<file path="src/hw/contact_io_pkg.sv">
// Package of register map, field codes and timing constants for the contact I/O block
package contact_io_pkg;
  // Register byte offsets
  localparam logic [11:0] OFF_IN2_CFG = 12'h000;
  localparam logic [11:0] OFF_OUT1_CFG = 12'h004;
  localparam logic [11:0] OFF_OUT2_CFG = 12'h008;
  localparam logic [11:0] OFF_STATUS = 12'h00C;
  // Input two configuration field positions
  localparam int IN2_MODE_LSB = 0;
  localparam int IN2_TIMER_LSB = 4;
  // Output configuration field positions
  localparam int OUT_FUNC_LSB = 0;
  localparam int OUT_NC_BIT = 4;
  localparam int OUT_ALARM_LSB = 8;
  // Input two modes
  typedef enum logic [2:0] {
    IN2_NONE = 3'h0,
    IN2_RUN_STOP = 3'h1,
    IN2_SWITCH_NO = 3'h2,
    IN2_SWITCH_NC = 3'h3,
    IN2_REMOTE = 3'h4
  } in2_mode_t;
  // Output source codes
  typedef enum logic [3:0] {
    SRC_OFF = 4'h0,
    SRC_RUN = 4'h1,
    SRC_REMOTE = 4'h2,
    SRC_READY = 4'h3,
    SRC_HALT_ALARM = 4'h4,
    SRC_CONT_ALARM = 4'h5,
    SRC_ANY_ALARM = 4'h6,
    SRC_SEL_ALARM = 4'h7,
    SRC_START_TMR = 4'h8,
    SRC_STOP_TMR = 4'h9,
    SRC_PWR_REC = 4'hA,
    SRC_ANTIFREEZE = 4'hB,
    SRC_IN1 = 4'hC,
    SRC_IN2 = 4'hD,
    SRC_WARMUP = 4'hE,
    SRC_FILL = 4'hF
  } out_src_t;
  // Reset values and range limits
  localparam logic [2:0] IN2_MODE_RST = 3'h0;
  localparam logic [3:0] IN2_TIMER_RST = 4'h0;
  localparam logic [3:0] IN2_TIMER_MAX = 4'hA;
  localparam logic [3:0] OUT1_FUNC_RST = 4'h1;
  localparam logic [3:0] OUT2_FUNC_RST = 4'h2;
  localparam logic OUT_NC_RST = 1'b0;
  localparam logic [5:0] ALARM_MIN = 6'h01;
  localparam logic [5:0] ALARM_MAX = 6'h30;
  localparam logic [5:0] ALARM_RST = 6'h01;
  // Timing: one second at the 25 MHz bus clock
  localparam int CLK_HZ = 25000000;
  localparam int SECOND_S = 1;
  localparam int SECOND_CYCLES = SECOND_S * CLK_HZ;
endpackage : contact_io_pkg

</file>
<file path="src/hw/contact_io.sv">
// Contact input two off-detection and contact outputs one and two source selection
//
// Overview of operation
// Input two off timer 0 to 10 seconds
// Off timer accessible only in switch modes
// Disabled function keeps output silent
// Output may follow running or remote status
// Output may show temperature ready
// Output may show halting or continuing alarm
// Output may show any alarm
// Output may follow one chosen alarm code
// Output may show timer/recovery/antifreeze/warmup enables
// Output may pass input one or two
// Output may show fluid filling in progress
// Defaults: output one running, two remote
// Per-output polarity, normally-open by default
// Alarm code 01 to 48, default 01
// Alarm code accessible only in selected-alarm mode
// Output two has same sixteen independent sources
// Operator keys select, step and commit values; no keys here, each value arrives as one register write
// Input two modes none/run/NO/NC/remote
// Switch off only after stable off time
// Normally-closed output inverts selected source
`timescale 1ns/1ps
module contact_io #(
  parameter int SEC_CYCLES = contact_io_pkg::SECOND_CYCLES // Cycles per second, shortened in simulation
) (
  input wire logic pclk,
  input wire logic presetn,
  input wire logic psel,
  input wire logic penable,
  input wire logic pwrite,
  input wire logic [11:0] paddr,
  input wire logic [31:0] pwdata,
  output logic [31:0] prdata,
  output logic pready,
  output logic pslverr,
  input wire logic in1_pin,
  input wire logic in2_pin,
  input wire logic run_status,
  input wire logic remote_status,
  input wire logic temp_ready,
  input wire logic halting_alarm_source,
  input wire logic continue_alarm_source,
  input wire logic [48:1] alarm_active,
  input wire logic start_timer_enabled_source,
  input wire logic stop_timer_enabled_source,
  input wire logic power_loss_recovery_source,
  input wire logic antifreeze_enabled_source,
  input wire logic warmup_enabled_source,
  input wire logic fill_active,
  output logic out1_contact,
  output logic out2_contact,
  output logic in2_switch_on
);

  // Configuration state
  logic [2:0] in2_mode_r;
  logic [3:0] in2_timer_r;
  logic [3:0] func_r [2];
  logic nc_r [2];
  logic [5:0] alarm_r [2];

  // Pin synchronisers and switch state
  logic [1:0] in1_sync_r;
  logic [1:0] in2_sync_r;
  logic sw_on_r;
  logic [$clog2(SEC_CYCLES)-1:0] tick_cnt_r;
  logic [3:0] off_secs_r;

  // Bus decode
  logic wr_en;
  logic rd_setup; // Read in its setup phase, when the read data is captured
  logic [31:0] rd_mux; // Read data selected by the held address
  logic [31:0] prdata_r; // Read data register, stands for the whole access phase
  logic in2_is_switch;
  logic sw_asserted;
  logic any_alarm;
  logic [15:0] src_vec [2];
  logic src_sel [2];

  assign pready = 1'b1; // Zero-wait slave, answer in the access cycle
  assign wr_en = psel && penable && pwrite;
  assign rd_setup = psel && !penable && !pwrite;
  assign in2_is_switch = (in2_mode_r == contact_io_pkg::IN2_SWITCH_NO) ||
                         (in2_mode_r == contact_io_pkg::IN2_SWITCH_NC);
  assign any_alarm = |alarm_active;

  // Unmapped addresses raise an error in the access phase
  always_comb
  begin
    pslverr = 1'b0;
    if (psel && penable)
    begin
      if (paddr == contact_io_pkg::OFF_IN2_CFG) pslverr = 1'b0;
      else if (paddr == contact_io_pkg::OFF_OUT1_CFG) pslverr = 1'b0;
      else if (paddr == contact_io_pkg::OFF_OUT2_CFG) pslverr = 1'b0;
      else if (paddr == contact_io_pkg::OFF_STATUS) pslverr = 1'b0;
      else pslverr = 1'b1;
    end
  end

  // Input two mode and off timer; out-of-range writes are ignored
  always_ff @(posedge pclk or negedge presetn)
  begin
    if (!presetn)
    begin
      in2_mode_r <= contact_io_pkg::IN2_MODE_RST;
      in2_timer_r <= contact_io_pkg::IN2_TIMER_RST;
    end
    else if (wr_en && paddr == contact_io_pkg::OFF_IN2_CFG)
    begin
      if (pwdata[contact_io_pkg::IN2_MODE_LSB +: 3] <= 3'(contact_io_pkg::IN2_REMOTE))
        in2_mode_r <= pwdata[contact_io_pkg::IN2_MODE_LSB +: 3];
      // Timer is only settable while input two is a switch input
      if (in2_is_switch && pwdata[contact_io_pkg::IN2_TIMER_LSB +: 4] <= contact_io_pkg::IN2_TIMER_MAX)
        in2_timer_r <= pwdata[contact_io_pkg::IN2_TIMER_LSB +: 4]; // see R01
    end
  end

  // Per-output configuration, one copy per output
  for (genvar g = 0; g < 2; g++)
  begin : g_out
    logic [11:0] my_off;
    logic [5:0] new_alarm;
    assign my_off = (g == 0) ? contact_io_pkg::OFF_OUT1_CFG : contact_io_pkg::OFF_OUT2_CFG;
    assign new_alarm = pwdata[contact_io_pkg::OUT_ALARM_LSB +: 6];

    // Function, polarity and alarm choice of this output
    always_ff @(posedge pclk or negedge presetn)
    begin
      if (!presetn)
      begin
        func_r[g] <= (g == 0) ? contact_io_pkg::OUT1_FUNC_RST : contact_io_pkg::OUT2_FUNC_RST;
        nc_r[g] <= contact_io_pkg::OUT_NC_RST;
        alarm_r[g] <= contact_io_pkg::ALARM_RST;
      end
      else if (wr_en && paddr == my_off)
      begin
        func_r[g] <= pwdata[contact_io_pkg::OUT_FUNC_LSB +: 4];
        nc_r[g] <= pwdata[contact_io_pkg::OUT_NC_BIT];
        // Alarm code only takes a write while already in selected-alarm mode
        if (func_r[g] == contact_io_pkg::SRC_SEL_ALARM &&
            new_alarm >= contact_io_pkg::ALARM_MIN && new_alarm <= contact_io_pkg::ALARM_MAX)
          alarm_r[g] <= new_alarm; // see R14
      end
    end

    // Sixteen sources indexed by function code
    always_comb
    begin
      src_vec[g] = '0;
      src_vec[g][contact_io_pkg::SRC_OFF] = 1'b0;
      src_vec[g][contact_io_pkg::SRC_RUN] = run_status;
      src_vec[g][contact_io_pkg::SRC_REMOTE] = remote_status;
      src_vec[g][contact_io_pkg::SRC_READY] = temp_ready;
      src_vec[g][contact_io_pkg::SRC_HALT_ALARM] = halting_alarm_source;
      src_vec[g][contact_io_pkg::SRC_CONT_ALARM] = continue_alarm_source;
      src_vec[g][contact_io_pkg::SRC_ANY_ALARM] = any_alarm;
      src_vec[g][contact_io_pkg::SRC_SEL_ALARM] = alarm_active[alarm_r[g]];
      src_vec[g][contact_io_pkg::SRC_START_TMR] = start_timer_enabled_source;
      src_vec[g][contact_io_pkg::SRC_STOP_TMR] = stop_timer_enabled_source;
      src_vec[g][contact_io_pkg::SRC_PWR_REC] = power_loss_recovery_source;
      src_vec[g][contact_io_pkg::SRC_ANTIFREEZE] = antifreeze_enabled_source;
      src_vec[g][contact_io_pkg::SRC_IN1] = in1_sync_r[1];
      src_vec[g][contact_io_pkg::SRC_IN2] = in2_sync_r[1];
      src_vec[g][contact_io_pkg::SRC_WARMUP] = warmup_enabled_source;
      src_vec[g][contact_io_pkg::SRC_FILL] = fill_active;
      src_sel[g] = src_vec[g][func_r[g]];
    end
  end

  // Contact drive registered; a disabled output stays open in either polarity
  always_ff @(posedge pclk or negedge presetn)
  begin
    if (!presetn)
    begin
      out1_contact <= 1'b0;
      out2_contact <= 1'b0;
    end
    else
    begin
      out1_contact <= (func_r[0] == contact_io_pkg::SRC_OFF) ? 1'b0 : (src_sel[0] ^ nc_r[0]); // see R20
      out2_contact <= (func_r[1] == contact_io_pkg::SRC_OFF) ? 1'b0 : (src_sel[1] ^ nc_r[1]);
    end
  end

  // Two-flop synchronisers for the contact pins
  always_ff @(posedge pclk or negedge presetn)
  begin
    if (!presetn)
    begin
      in1_sync_r <= 2'b00;
      in2_sync_r <= 2'b00;
    end
    else
    begin
      in1_sync_r <= {in1_sync_r[0], in1_pin};
      in2_sync_r <= {in2_sync_r[0], in2_pin};
    end
  end

  // Normally-closed switch is asserted when the contact opens
  assign sw_asserted = (in2_mode_r == contact_io_pkg::IN2_SWITCH_NC) ? !in2_sync_r[1] : in2_sync_r[1];

  // Off-detection: count whole seconds of continuous deassertion
  always_ff @(posedge pclk or negedge presetn)
  begin
    if (!presetn)
    begin
      tick_cnt_r <= '0;
      off_secs_r <= '0;
      sw_on_r <= 1'b0;
    end
    else if (!in2_is_switch)
    begin
      tick_cnt_r <= '0;
      off_secs_r <= '0;
      sw_on_r <= 1'b0;
    end
    else if (sw_asserted)
    begin
      // Any assertion restarts the off window
      tick_cnt_r <= '0;
      off_secs_r <= '0;
      sw_on_r <= 1'b1;
    end
    else if (off_secs_r >= in2_timer_r)
    begin
      sw_on_r <= 1'b0;
    end
    else if (tick_cnt_r == ($clog2(SEC_CYCLES))'(SEC_CYCLES - 1))
    begin
      tick_cnt_r <= '0;
      off_secs_r <= off_secs_r + 4'h1;
    end
    else
    begin
      tick_cnt_r <= tick_cnt_r + 1'b1;
    end
  end

  assign in2_switch_on = sw_on_r;

  // Read mux on the held address; timer field hidden unless a switch mode, alarm hidden unless selected-alarm
  always_comb
  begin
    rd_mux = 32'h0000_0000;
    if (rd_setup)
    begin
      if (paddr == contact_io_pkg::OFF_IN2_CFG)
      begin
        rd_mux[contact_io_pkg::IN2_MODE_LSB +: 3] = in2_mode_r;
        if (in2_is_switch) rd_mux[contact_io_pkg::IN2_TIMER_LSB +: 4] = in2_timer_r;
      end
      else if (paddr == contact_io_pkg::OFF_OUT1_CFG)
      begin
        rd_mux[contact_io_pkg::OUT_FUNC_LSB +: 4] = func_r[0];
        rd_mux[contact_io_pkg::OUT_NC_BIT] = nc_r[0];
        if (func_r[0] == contact_io_pkg::SRC_SEL_ALARM) rd_mux[contact_io_pkg::OUT_ALARM_LSB +: 6] = alarm_r[0];
      end
      else if (paddr == contact_io_pkg::OFF_OUT2_CFG)
      begin
        rd_mux[contact_io_pkg::OUT_FUNC_LSB +: 4] = func_r[1];
        rd_mux[contact_io_pkg::OUT_NC_BIT] = nc_r[1];
        if (func_r[1] == contact_io_pkg::SRC_SEL_ALARM) rd_mux[contact_io_pkg::OUT_ALARM_LSB +: 6] = alarm_r[1];
      end
      else if (paddr == contact_io_pkg::OFF_STATUS)
      begin
        rd_mux[0] = sw_on_r;
        rd_mux[1] = out1_contact;
        rd_mux[2] = out2_contact;
        rd_mux[7:4] = off_secs_r;
      end
    end
  end

  // Read data is captured at the end of the setup phase, so it stands unchanged through the access
  // phase while pready stays tied high; the price is a value one cycle older than the access edge
  always_ff @(posedge pclk or negedge presetn)
  begin
    if (!presetn)
    begin
      prdata_r <= 32'h0000_0000;
    end
    else if (rd_setup)
    begin
      prdata_r <= rd_mux;
    end
    else
    begin
      prdata_r <= 32'h0000_0000; // Cleared after the access, so idle read data is zero
    end
  end

  assign prdata = prdata_r;

  // Timer never holds more than ten seconds
  timer_range_a: assert property (@(posedge pclk) disable iff (!presetn)
    in2_timer_r <= contact_io_pkg::IN2_TIMER_MAX) else $error("off timer out of range");

  // Timer unchanged by writes outside switch modes
  timer_lock_a: assert property (@(posedge pclk) disable iff (!presetn)
    !in2_is_switch |=> $stable(in2_timer_r)) else $error("off timer changed outside switch mode");

  // Disabled output stays open
  off_quiet_a: assert property (@(posedge pclk) disable iff (!presetn)
    func_r[0] == contact_io_pkg::SRC_OFF |=> !out1_contact) else $error("disabled output driven");

  // Running status follows through on next cycle
  run_follow_a: assert property (@(posedge pclk) disable iff (!presetn)
    (func_r[0] == contact_io_pkg::SRC_RUN && !nc_r[0]) |=> out1_contact == $past(run_status))
    else $error("output one not following run");

  // Alarm code stays in 1..48
  alarm_range_a: assert property (@(posedge pclk) disable iff (!presetn)
    alarm_r[1] >= contact_io_pkg::ALARM_MIN && alarm_r[1] <= contact_io_pkg::ALARM_MAX)
    else $error("alarm code out of range");

  // Alarm code locked outside selected-alarm mode
  alarm_lock_a: assert property (@(posedge pclk) disable iff (!presetn)
    func_r[0] != contact_io_pkg::SRC_SEL_ALARM |=> $stable(alarm_r[0])) else $error("alarm code changed");

  // Inversion under normally-closed polarity
  nc_invert_a: assert property (@(posedge pclk) disable iff (!presetn)
    (nc_r[1] && func_r[1] != contact_io_pkg::SRC_OFF) |=> out2_contact == !$past(src_sel[1]))
    else $error("normally-closed not inverted");

  // Switch stays on while time not yet elapsed
  off_hold_a: assert property (@(posedge pclk) disable iff (!presetn)
    (sw_on_r && in2_is_switch && off_secs_r < in2_timer_r) |=> sw_on_r || !$past(in2_is_switch))
    else $error("switch dropped before off time");

  // Output two disabled stays open
  out2_quiet_a: assert property (@(posedge pclk) disable iff (!presetn)
    func_r[1] == contact_io_pkg::SRC_OFF |=> !out2_contact) else $error("disabled output two driven");

  // Remote status follows through on output two
  remote_follow_a: assert property (@(posedge pclk) disable iff (!presetn)
    (func_r[1] == contact_io_pkg::SRC_REMOTE && !nc_r[1]) |=> out2_contact == $past(remote_status))
    else $error("output two not following remote");

  // Chosen alarm code closes output one
  sel_alarm_a: assert property (@(posedge pclk) disable iff (!presetn)
    (func_r[0] == contact_io_pkg::SRC_SEL_ALARM && !nc_r[0] && alarm_active[alarm_r[0]]) |=> out1_contact)
    else $error("selected alarm not shown");

  // Normally-open switch seen closed turns on at the next edge
  switch_set_a: assert property (@(posedge pclk) disable iff (!presetn) // see R18
    (in2_mode_r == contact_io_pkg::IN2_SWITCH_NO && in2_sync_r[1]) |=> in2_switch_on)
    else $error("switch input not seen");

  // Unmapped access answers with an error
  bad_addr_a: assert property (@(posedge pclk) disable iff (!presetn)
    (psel && penable && paddr > contact_io_pkg::OFF_STATUS) |-> pslverr)
    else $error("unmapped access not refused");

  // Read data stands only in the access phase of a read
  rdata_idle_a: assert property (@(posedge pclk) disable iff (!presetn)
    !(psel && penable && !pwrite) |-> prdata == 32'h0000_0000)
    else $error("read data outside read access");

endmodule : contact_io

</file>
<file path="config.mk">
export PLATFORM = sky130hd
export DESIGN_NAME = contact_io
export DESIGN_NICKNAME = d
export VERILOG_FILES = /design/src/hw/contact_io_pkg.sv /design/src/hw/contact_io.sv
export SDC_FILE = /design/constraint.sdc
export NUM_CORES = 1
export LEC_CHECK = 0
export ABC_AREA = 1
export BUFFER_PORTS_ARGS = -buffer_cell sky130_fd_sc_hd__buf_4
export CAP_MARGIN = 30
export CORE_ASPECT_RATIO = 2
export CORE_MARGIN = 2
export CORE_UTILIZATION = 49
export DETAILED_ROUTE_END_ITERATION = 10
export PLACE_DENSITY = 0.76
export REMOVE_ABC_BUFFERS = 1
export SLEW_MARGIN = 20
export SYNTH_ARGS = -nofsm -noshare
export SYNTH_HDL_FRONTEND = slang
export SYNTH_SLANG_ARGS = --single-unit
</file>
<file path="constraint.sdc">
create_clock -name pclk -period 2 [get_ports pclk]
set_clock_uncertainty 0.05 [all_clocks]
set_input_delay 0.4 -clock pclk [delete_from_list [all_inputs] [get_ports pclk]]
set_output_delay 0.4 -clock pclk [all_outputs]
set_load 0.05 [all_outputs]
</file>
Word-level counts from Yosys, hierarchy flattened
Cells that the tools add are included.

Eq/ne operators: 11. $mul: 0. Bitwise logic cells: 2. Divide/modulo/power cells: 0. Add/subtract/negate cells: 2. Reductions and logical operators: 25. Shifts and indexed selects: 0. Multiplexer cells: 45. $lt $le $gt $ge: 9.

Operators by type and width (number): 2-to-1 mux 25 bit (4); OR reduction 48 bit (1); 2-to-1 mux 6 bit (5); 2-to-1 mux 4 bit (7); adder 25 x 1 -> 25 bit (second input constant) (1); == test 25 bit (second input constant) (1); == test 12 x 4 -> 1 bit (second input constant) (2); 2-to-1 mux 1 bit (18); 2-to-1 mux 3 bit (5); < comparator 6 x 7 -> 1 bit (second input constant) (2); 2-to-1 mux 14 bit (1); binary-select mux 1 bit (select 6 bit) (2); == test 12 x 3 -> 1 bit (second input constant) (1); logical AND 1 bit (12); logical NOT 12 bit (1); < comparator 4 x 5 -> 1 bit (second input constant) (2); AND reduction 2 bit (5); binary-select mux 1 bit (select 4 bit) (2); == test 4 x 3 -> 1 bit (second input constant) (2); logical NOT 4 bit (2); == test 3 x 2 -> 1 bit (second input constant) (2); greater-or-equal comparator 6 x 1 -> 1 bit (second input constant) (1); <= comparator 6 bit (second input constant) (1); != test 3 x 1 -> 1 bit (second input constant) (2); 9 further kinds (12).

Bits in writable memories: 0. Bits of input ports: 110. Bits in read-only memories: 0. Flip-flop bits (word level): 97. Bits in latches: 0. Memories: 0.

Depth between registers and ports, before layout
Word-level depth: 6. Gate-level depth with buffers: 20. Depth with buffers taken out: 18.

Worst setup path after synthesis
No wires, ideal clock.

Kind: input-to-output. Start: input paddr[4]. End: output pslverr. Arrival time: 1.888 ns. Data required time: 1.550 ns. Path slack: -0.338 ns. Stages on the path: 6. Cell sequence: nor2_1 -> nand4_1 -> inv_1 -> nand2_1 -> inv_1 -> nor3_1.

Longest elaborated chain between the ends: 6. Elaborated cells between the ends (all ways): 9. Those cells by class: eq/ne: 3; mux: 5; reduce/logical: 1.

RTL lines: start: declaration (RTL line contact_io.sv:33) `input wire logic [11:0] paddr,`; == test 12 x 4 -> 1 bit (RTL line contact_io.sv:98) `else if (paddr == contact_io_pkg::OFF_STATUS) pslverr = 1'b0;`; 2-to-1 mux 1 bit (RTL line contact_io.sv:98); 2-to-1 mux 1 bit (RTL line contact_io.sv:97) `else if (paddr == contact_io_pkg::OFF_OUT2_CFG) pslverr = 1'b0;`; 2-to-1 mux 1 bit (RTL line contact_io.sv:96) `else if (paddr == contact_io_pkg::OFF_OUT1_CFG) pslverr = 1'b0;`; 2-to-1 mux 1 bit * (RTL line contact_io.sv:95) `if (paddr == contact_io_pkg::OFF_IN2_CFG) pslverr = 1'b0;`; 2-to-1 mux 1 bit * (RTL line contact_io.sv:93) `if (psel && penable)`; end: declaration (RTL line contact_io.sv:37) `output logic pslverr,`.

Every way passes the cells marked *; elsewhere a longest branch is shown, timed or not.

Worst setup path after layout
Start: register off_secs_r[3]. End: register tick_cnt_r[19].

Longest elaborated chain between the ends: 2.

RTL lines: start: declaration (RTL line contact_io.sv:69) `logic [3:0] off_secs_r;`; start signal: assignment (RTL line contact_io.sv:235) `off_secs_r <= off_secs_r + 4'h1;`; greater-or-equal comparator 4 bit (RTL line contact_io.sv:228) `else if (off_secs_r >= in2_timer_r)`; != test 3 bit (no source line); end signal: assignment (RTL line contact_io.sv:239) `tick_cnt_r <= tick_cnt_r + 1'b1;`; end: declaration (RTL line contact_io.sv:68) `logic [$clog2(SEC_CYCLES)-1:0] tick_cnt_r;`.

No other way between the ends. A chain may end at the register's enable or synchronous reset.

==> results.sh <==
export IMPL_status="finished, violations left"
export IMPL_violations="negative setup slack"
export IMPL_whs_endpoint="in1_sync_r[0]"
export IMPL_die_w_um=79.6
export IMPL_drtPass1Iterations=5
export IMPL_cp_top_family="simple AND/OR/NAND/NOR gates"
export IMPL_hold_start="in1_pin"
export IMPL_synthFlopType="dfrtp_1"
export IMPL_timing_fmax_mhz=428
export IMPL_synth_top_family_by_area="simple AND/OR/NAND/NOR gates"
export IMPL_synth_enable_flop_cells=0
export IMPL_cpPeakStageDelay_ns=0.42
export IMPL_root_buffer="clkbuf_16"
export IMPL_first_global_vias=6442
export IMPL_cpMostUsedCell="nand3_4"
export IMPL_first_iter_violations=456
export IMPL_core_area_sq_um=11200
export IMPL_worstPathRequired_ns=2.17
export IMPL_layout_drive_gt1_share_pct=35.4
export IMPL_diodes=0
export IMPL_post_synth_inst_count=809
export IMPL_min_path_cells=1
export IMPL_finalCriticalPeriod_ns=2.34
export IMPL_hp_class="in2reg"
export IMPL_yosys_register_bits=79
export IMPL_grt_pass1_wl_mm=29.6
export IMPL_place_gp_congestion=0.957
export IMPL_clk_pin_slew_ns=0.06
export IMPL_fp_dieH_um=155
export IMPL_rr_worst_depth=11
export IMPL_hold_ws_ns=0.117
export IMPL_dp_slack_ns=-0.288
export IMPL_synth_top_area_share_pct=33.5
export IMPL_r2r_end="tick_cnt_r[19]"
export IMPL_drv_slew=0
export IMPL_r2r_start="off_secs_r[3]"
export IMPL_grt_max_degree=34
export IMPL_start_util_pct=50.0
export IMPL_cp_arrival_ns=2.51
export IMPL_yosysTopAreaCell="dfrtp_1"
export IMPL_ys_seq_area_share_pct=35.3
export IMPL_rsz0062_at_grt="yes"
export IMPL_peakVddDrop_mv=0.588
export IMPL_yosysMostFrequentCell="nand2_1"
export IMPL_r2r_slack_ns=-0.34
export IMPL_portBuffers=109
export IMPL_synthTopCellsByCount="nand2_1 (197), inv_1 (107), nand3_1 (87)"
export IMPL_synth_adder_area_share_pct=1.34
export IMPL_drv_cap=0
export IMPL_ys_warnings_count=0
export IMPL_cp_max_fo=4
export IMPL_areaGrowthSynthToFinish_pct=48.0
export IMPL_worstPathCellList="ha_4, a21oi_2, nand3_4, nand2_8, inv_6, nor3_4, nand2_2, nor2_4, nand3_4, o21ai_2, nor2_1"
export IMPL_crit_type="reg2reg"
export IMPL_antenna_found_initial=0
export IMPL_dpl_cell_count=1127
export IMPL_drt_wirelength_per_cell_um=18.3
export IMPL_synthDistinctLibCells=54
export IMPL_async_flop_share_pct=100
export IMPL_wl_mm=21.4
export IMPL_cp_slowest_cell="dfrtp_1"
export IMPL_place_area_sq_um=7190
export IMPL_power_leakage_nw=3.92
export IMPL_maxSlewHeadroom_pct=66.7
export IMPL_syn_area_per_cell_sq_um=6.93
export IMPL_rows=55
export IMPL_max_clock_path_buffers=2
export IMPL_synth_compound_area_share_pct=13.9
export IMPL_track_usage_pct=31.1
export IMPL_insertion_delay_ns=0.35
export IMPL_tritoncts="built"
export IMPL_start_kind="flip-flop"
export IMPL_synth_area_sq_um=5610
export IMPL_period_share_pct=117
export IMPL_dpl_hpwl_mm=14.5
export IMPL_drc=0
export IMPL_layout_nets=1142
export IMPL_postRouteAntennaNets=0
export IMPL_htree_num_levels=3
export IMPL_tightest_slew_ns=0.498
export IMPL_synthSimpleGateAreaFrac_pct=35.4
export IMPL_die_area_sq_um=12400
export IMPL_vias_per_cell=5.69
export IMPL_p_per_area_nw_per_um2=429
export IMPL_io_pins=147
export IMPL_synthXorXnorAreaFrac_pct=0.959
export IMPL_synthTopCellsByArea="dfrtp_1 (33%), nand2_1 (13%), nand3_1 (7.8%)"
export IMPL_fin_cells=1173
export IMPL_cts_buffers=9
export IMPL_end_kind="flip-flop"
export IMPL_path_buf_inv=1
export IMPL_finish_instance_area_sq_um=8300
export IMPL_setup_viol=29
export IMPL_fin_ws_ns=-0.336
export IMPL_synth_mux_area_fraction_pct=0.602
export IMPL_hold_violations=0
export IMPL_cts_sinks=79
export IMPL_grt_overflow=0
export IMPL_vias=6675
metal layers:
metal	part of all wire [%]	global-route usage (%)	wire [um]	up-vias
met5	0	0	0	-
li1	-	-	-	3087
met1	29	25.9	6320	3089
met2	56	59.7	12000	354
met3	5.8	6.03	1230	145
met4	8.5	25.1	1830	0
report_power, final:
part | internal, mW | switching, mW
Combinational | 0.172 | 0.264
Clock | 0.876 | 0.642
Sequential | 1.60 | 0.00551
state kept, by name, summed over array words and instances (netlist names):
signal         flops
alarm_r           12
func_r             8
in1_sync_r         2
in2_mode_r         3
in2_switch_on      1
in2_sync_r         2
in2_timer_r        4
nc_r               2
off_secs_r         4
out1_contact       1
out2_contact       1
prdata            14
tick_cnt_r        25
stage by stage:
stage,utilization (%),setup TNS (ns),total power [mW]
5_1_grt,74.0,-7.61,3.65
3_3_place_gp,64.1,-2.13,2.05
3_5_place_dp,64.1,-3.54,2.05
4_1_cts,68.3,-2.36,3.54
6_report,74.0,-5.08,3.56
2_1_floorplan,-,-0.789,1.81
repair_timing:
| item | 4_1_cts | 5_1_grt |
|---|---|---|
| buffers inserted | 12 | 18 |
| endpoints found under the hold margin | 28 | 0 |
| endpoints found under the setup margin | 27 | 37 |
| resized for setup | 34 | 112 |
| hold buffers | 1 | 0 |
| pin swaps | 11 | 49 |
| gates cloned | 0 | 3 |
worst register-to-register path, stage by stage (launching register included):
cell,delay (ns)
dfrtp_1,0.42
ha_4,0.27
a21oi_2,0.22
nand3_4,0.14
nand2_8,0.12
inv_6,0.05
nor3_4,0.26
nand2_2,0.13
nor2_4,0.16
nand3_4,0.13
o21ai_2,0.20
nor2_1,0.07
layout make-up:
class / instances / area [sq um]
multi-input cells: 588 / 3480
repair inverters: 1 / 7.51
clock inverters: 1 / 5.00
fillers: 847 / 2920
clock buffers: 15 / 258
flip-flops and latches: 79 / 1980
well taps: 142 / 178
repair buffers: 227 / 1920
inverters: 120 / 477
how the worst max path moves through the flow:
stage	from	to	slack, ns	depth (start not counted)
3_5_place_dp	in2_timer_r[1]	tick_cnt_r[21]	-0.29	14
5_1_grt	off_secs_r[3]	tick_cnt_r[19]	-0.42	12
4_1_cts	in2_timer_r[1]	tick_cnt_r[21]	-0.25	14
2_1_floorplan	paddr[4]	pslverr	-0.34	6
6_report	off_secs_r[3]	tick_cnt_r[19]	-0.34	11
3_3_place_gp	in2_timer_r[1]	tick_cnt_r[21]	-0.20	14
cells in the final DEF, fill, tap and decap left out, types with 9 or more instances in the layout:
| master | Yosys | layout |
|---|---|---|
| buf_4 | 20 | 199 |
| nand2_1 | 197 | 175 |
| inv_1 | 107 | 100 |
| dfrtp_1 | 75 | 75 |
| nand3_1 | 87 | 61 |
| nor2_1 | 67 | 60 |
| a21oi_1 | 37 | 32 |
| o21ai_0 | 38 | 31 |
| nand3_2 | 3 | 22 |
| nand2_2 | 1 | 21 |
| nand4_1 | 19 | 19 |
| conb_1 | 2 | 19 |
| o21ai_1 | 20 | 18 |
| nor3_1 | 22 | 16 |
| inv_2 | 11 | 14 |
| buf_6 | 0 | 14 |
| nor2_4 | 5 | 11 |
| clkbuf_16 | 0 | 11 |
| o21ai_2 | 0 | 9 |
kinds of logic (layout without fill, tap and decap cells):
kind of cell | after synthesis | in the layout
xor+xnor | 4 | 4
other cells | 2 | 19
mux | 3 | 3
flops | 79 | 79
compound gates | 132 | 132
fa+ha+maj | 6 | 6
simple gates | 424 | 424
buf+inv | 159 | 364
Power figures use the tool's default switching activity.
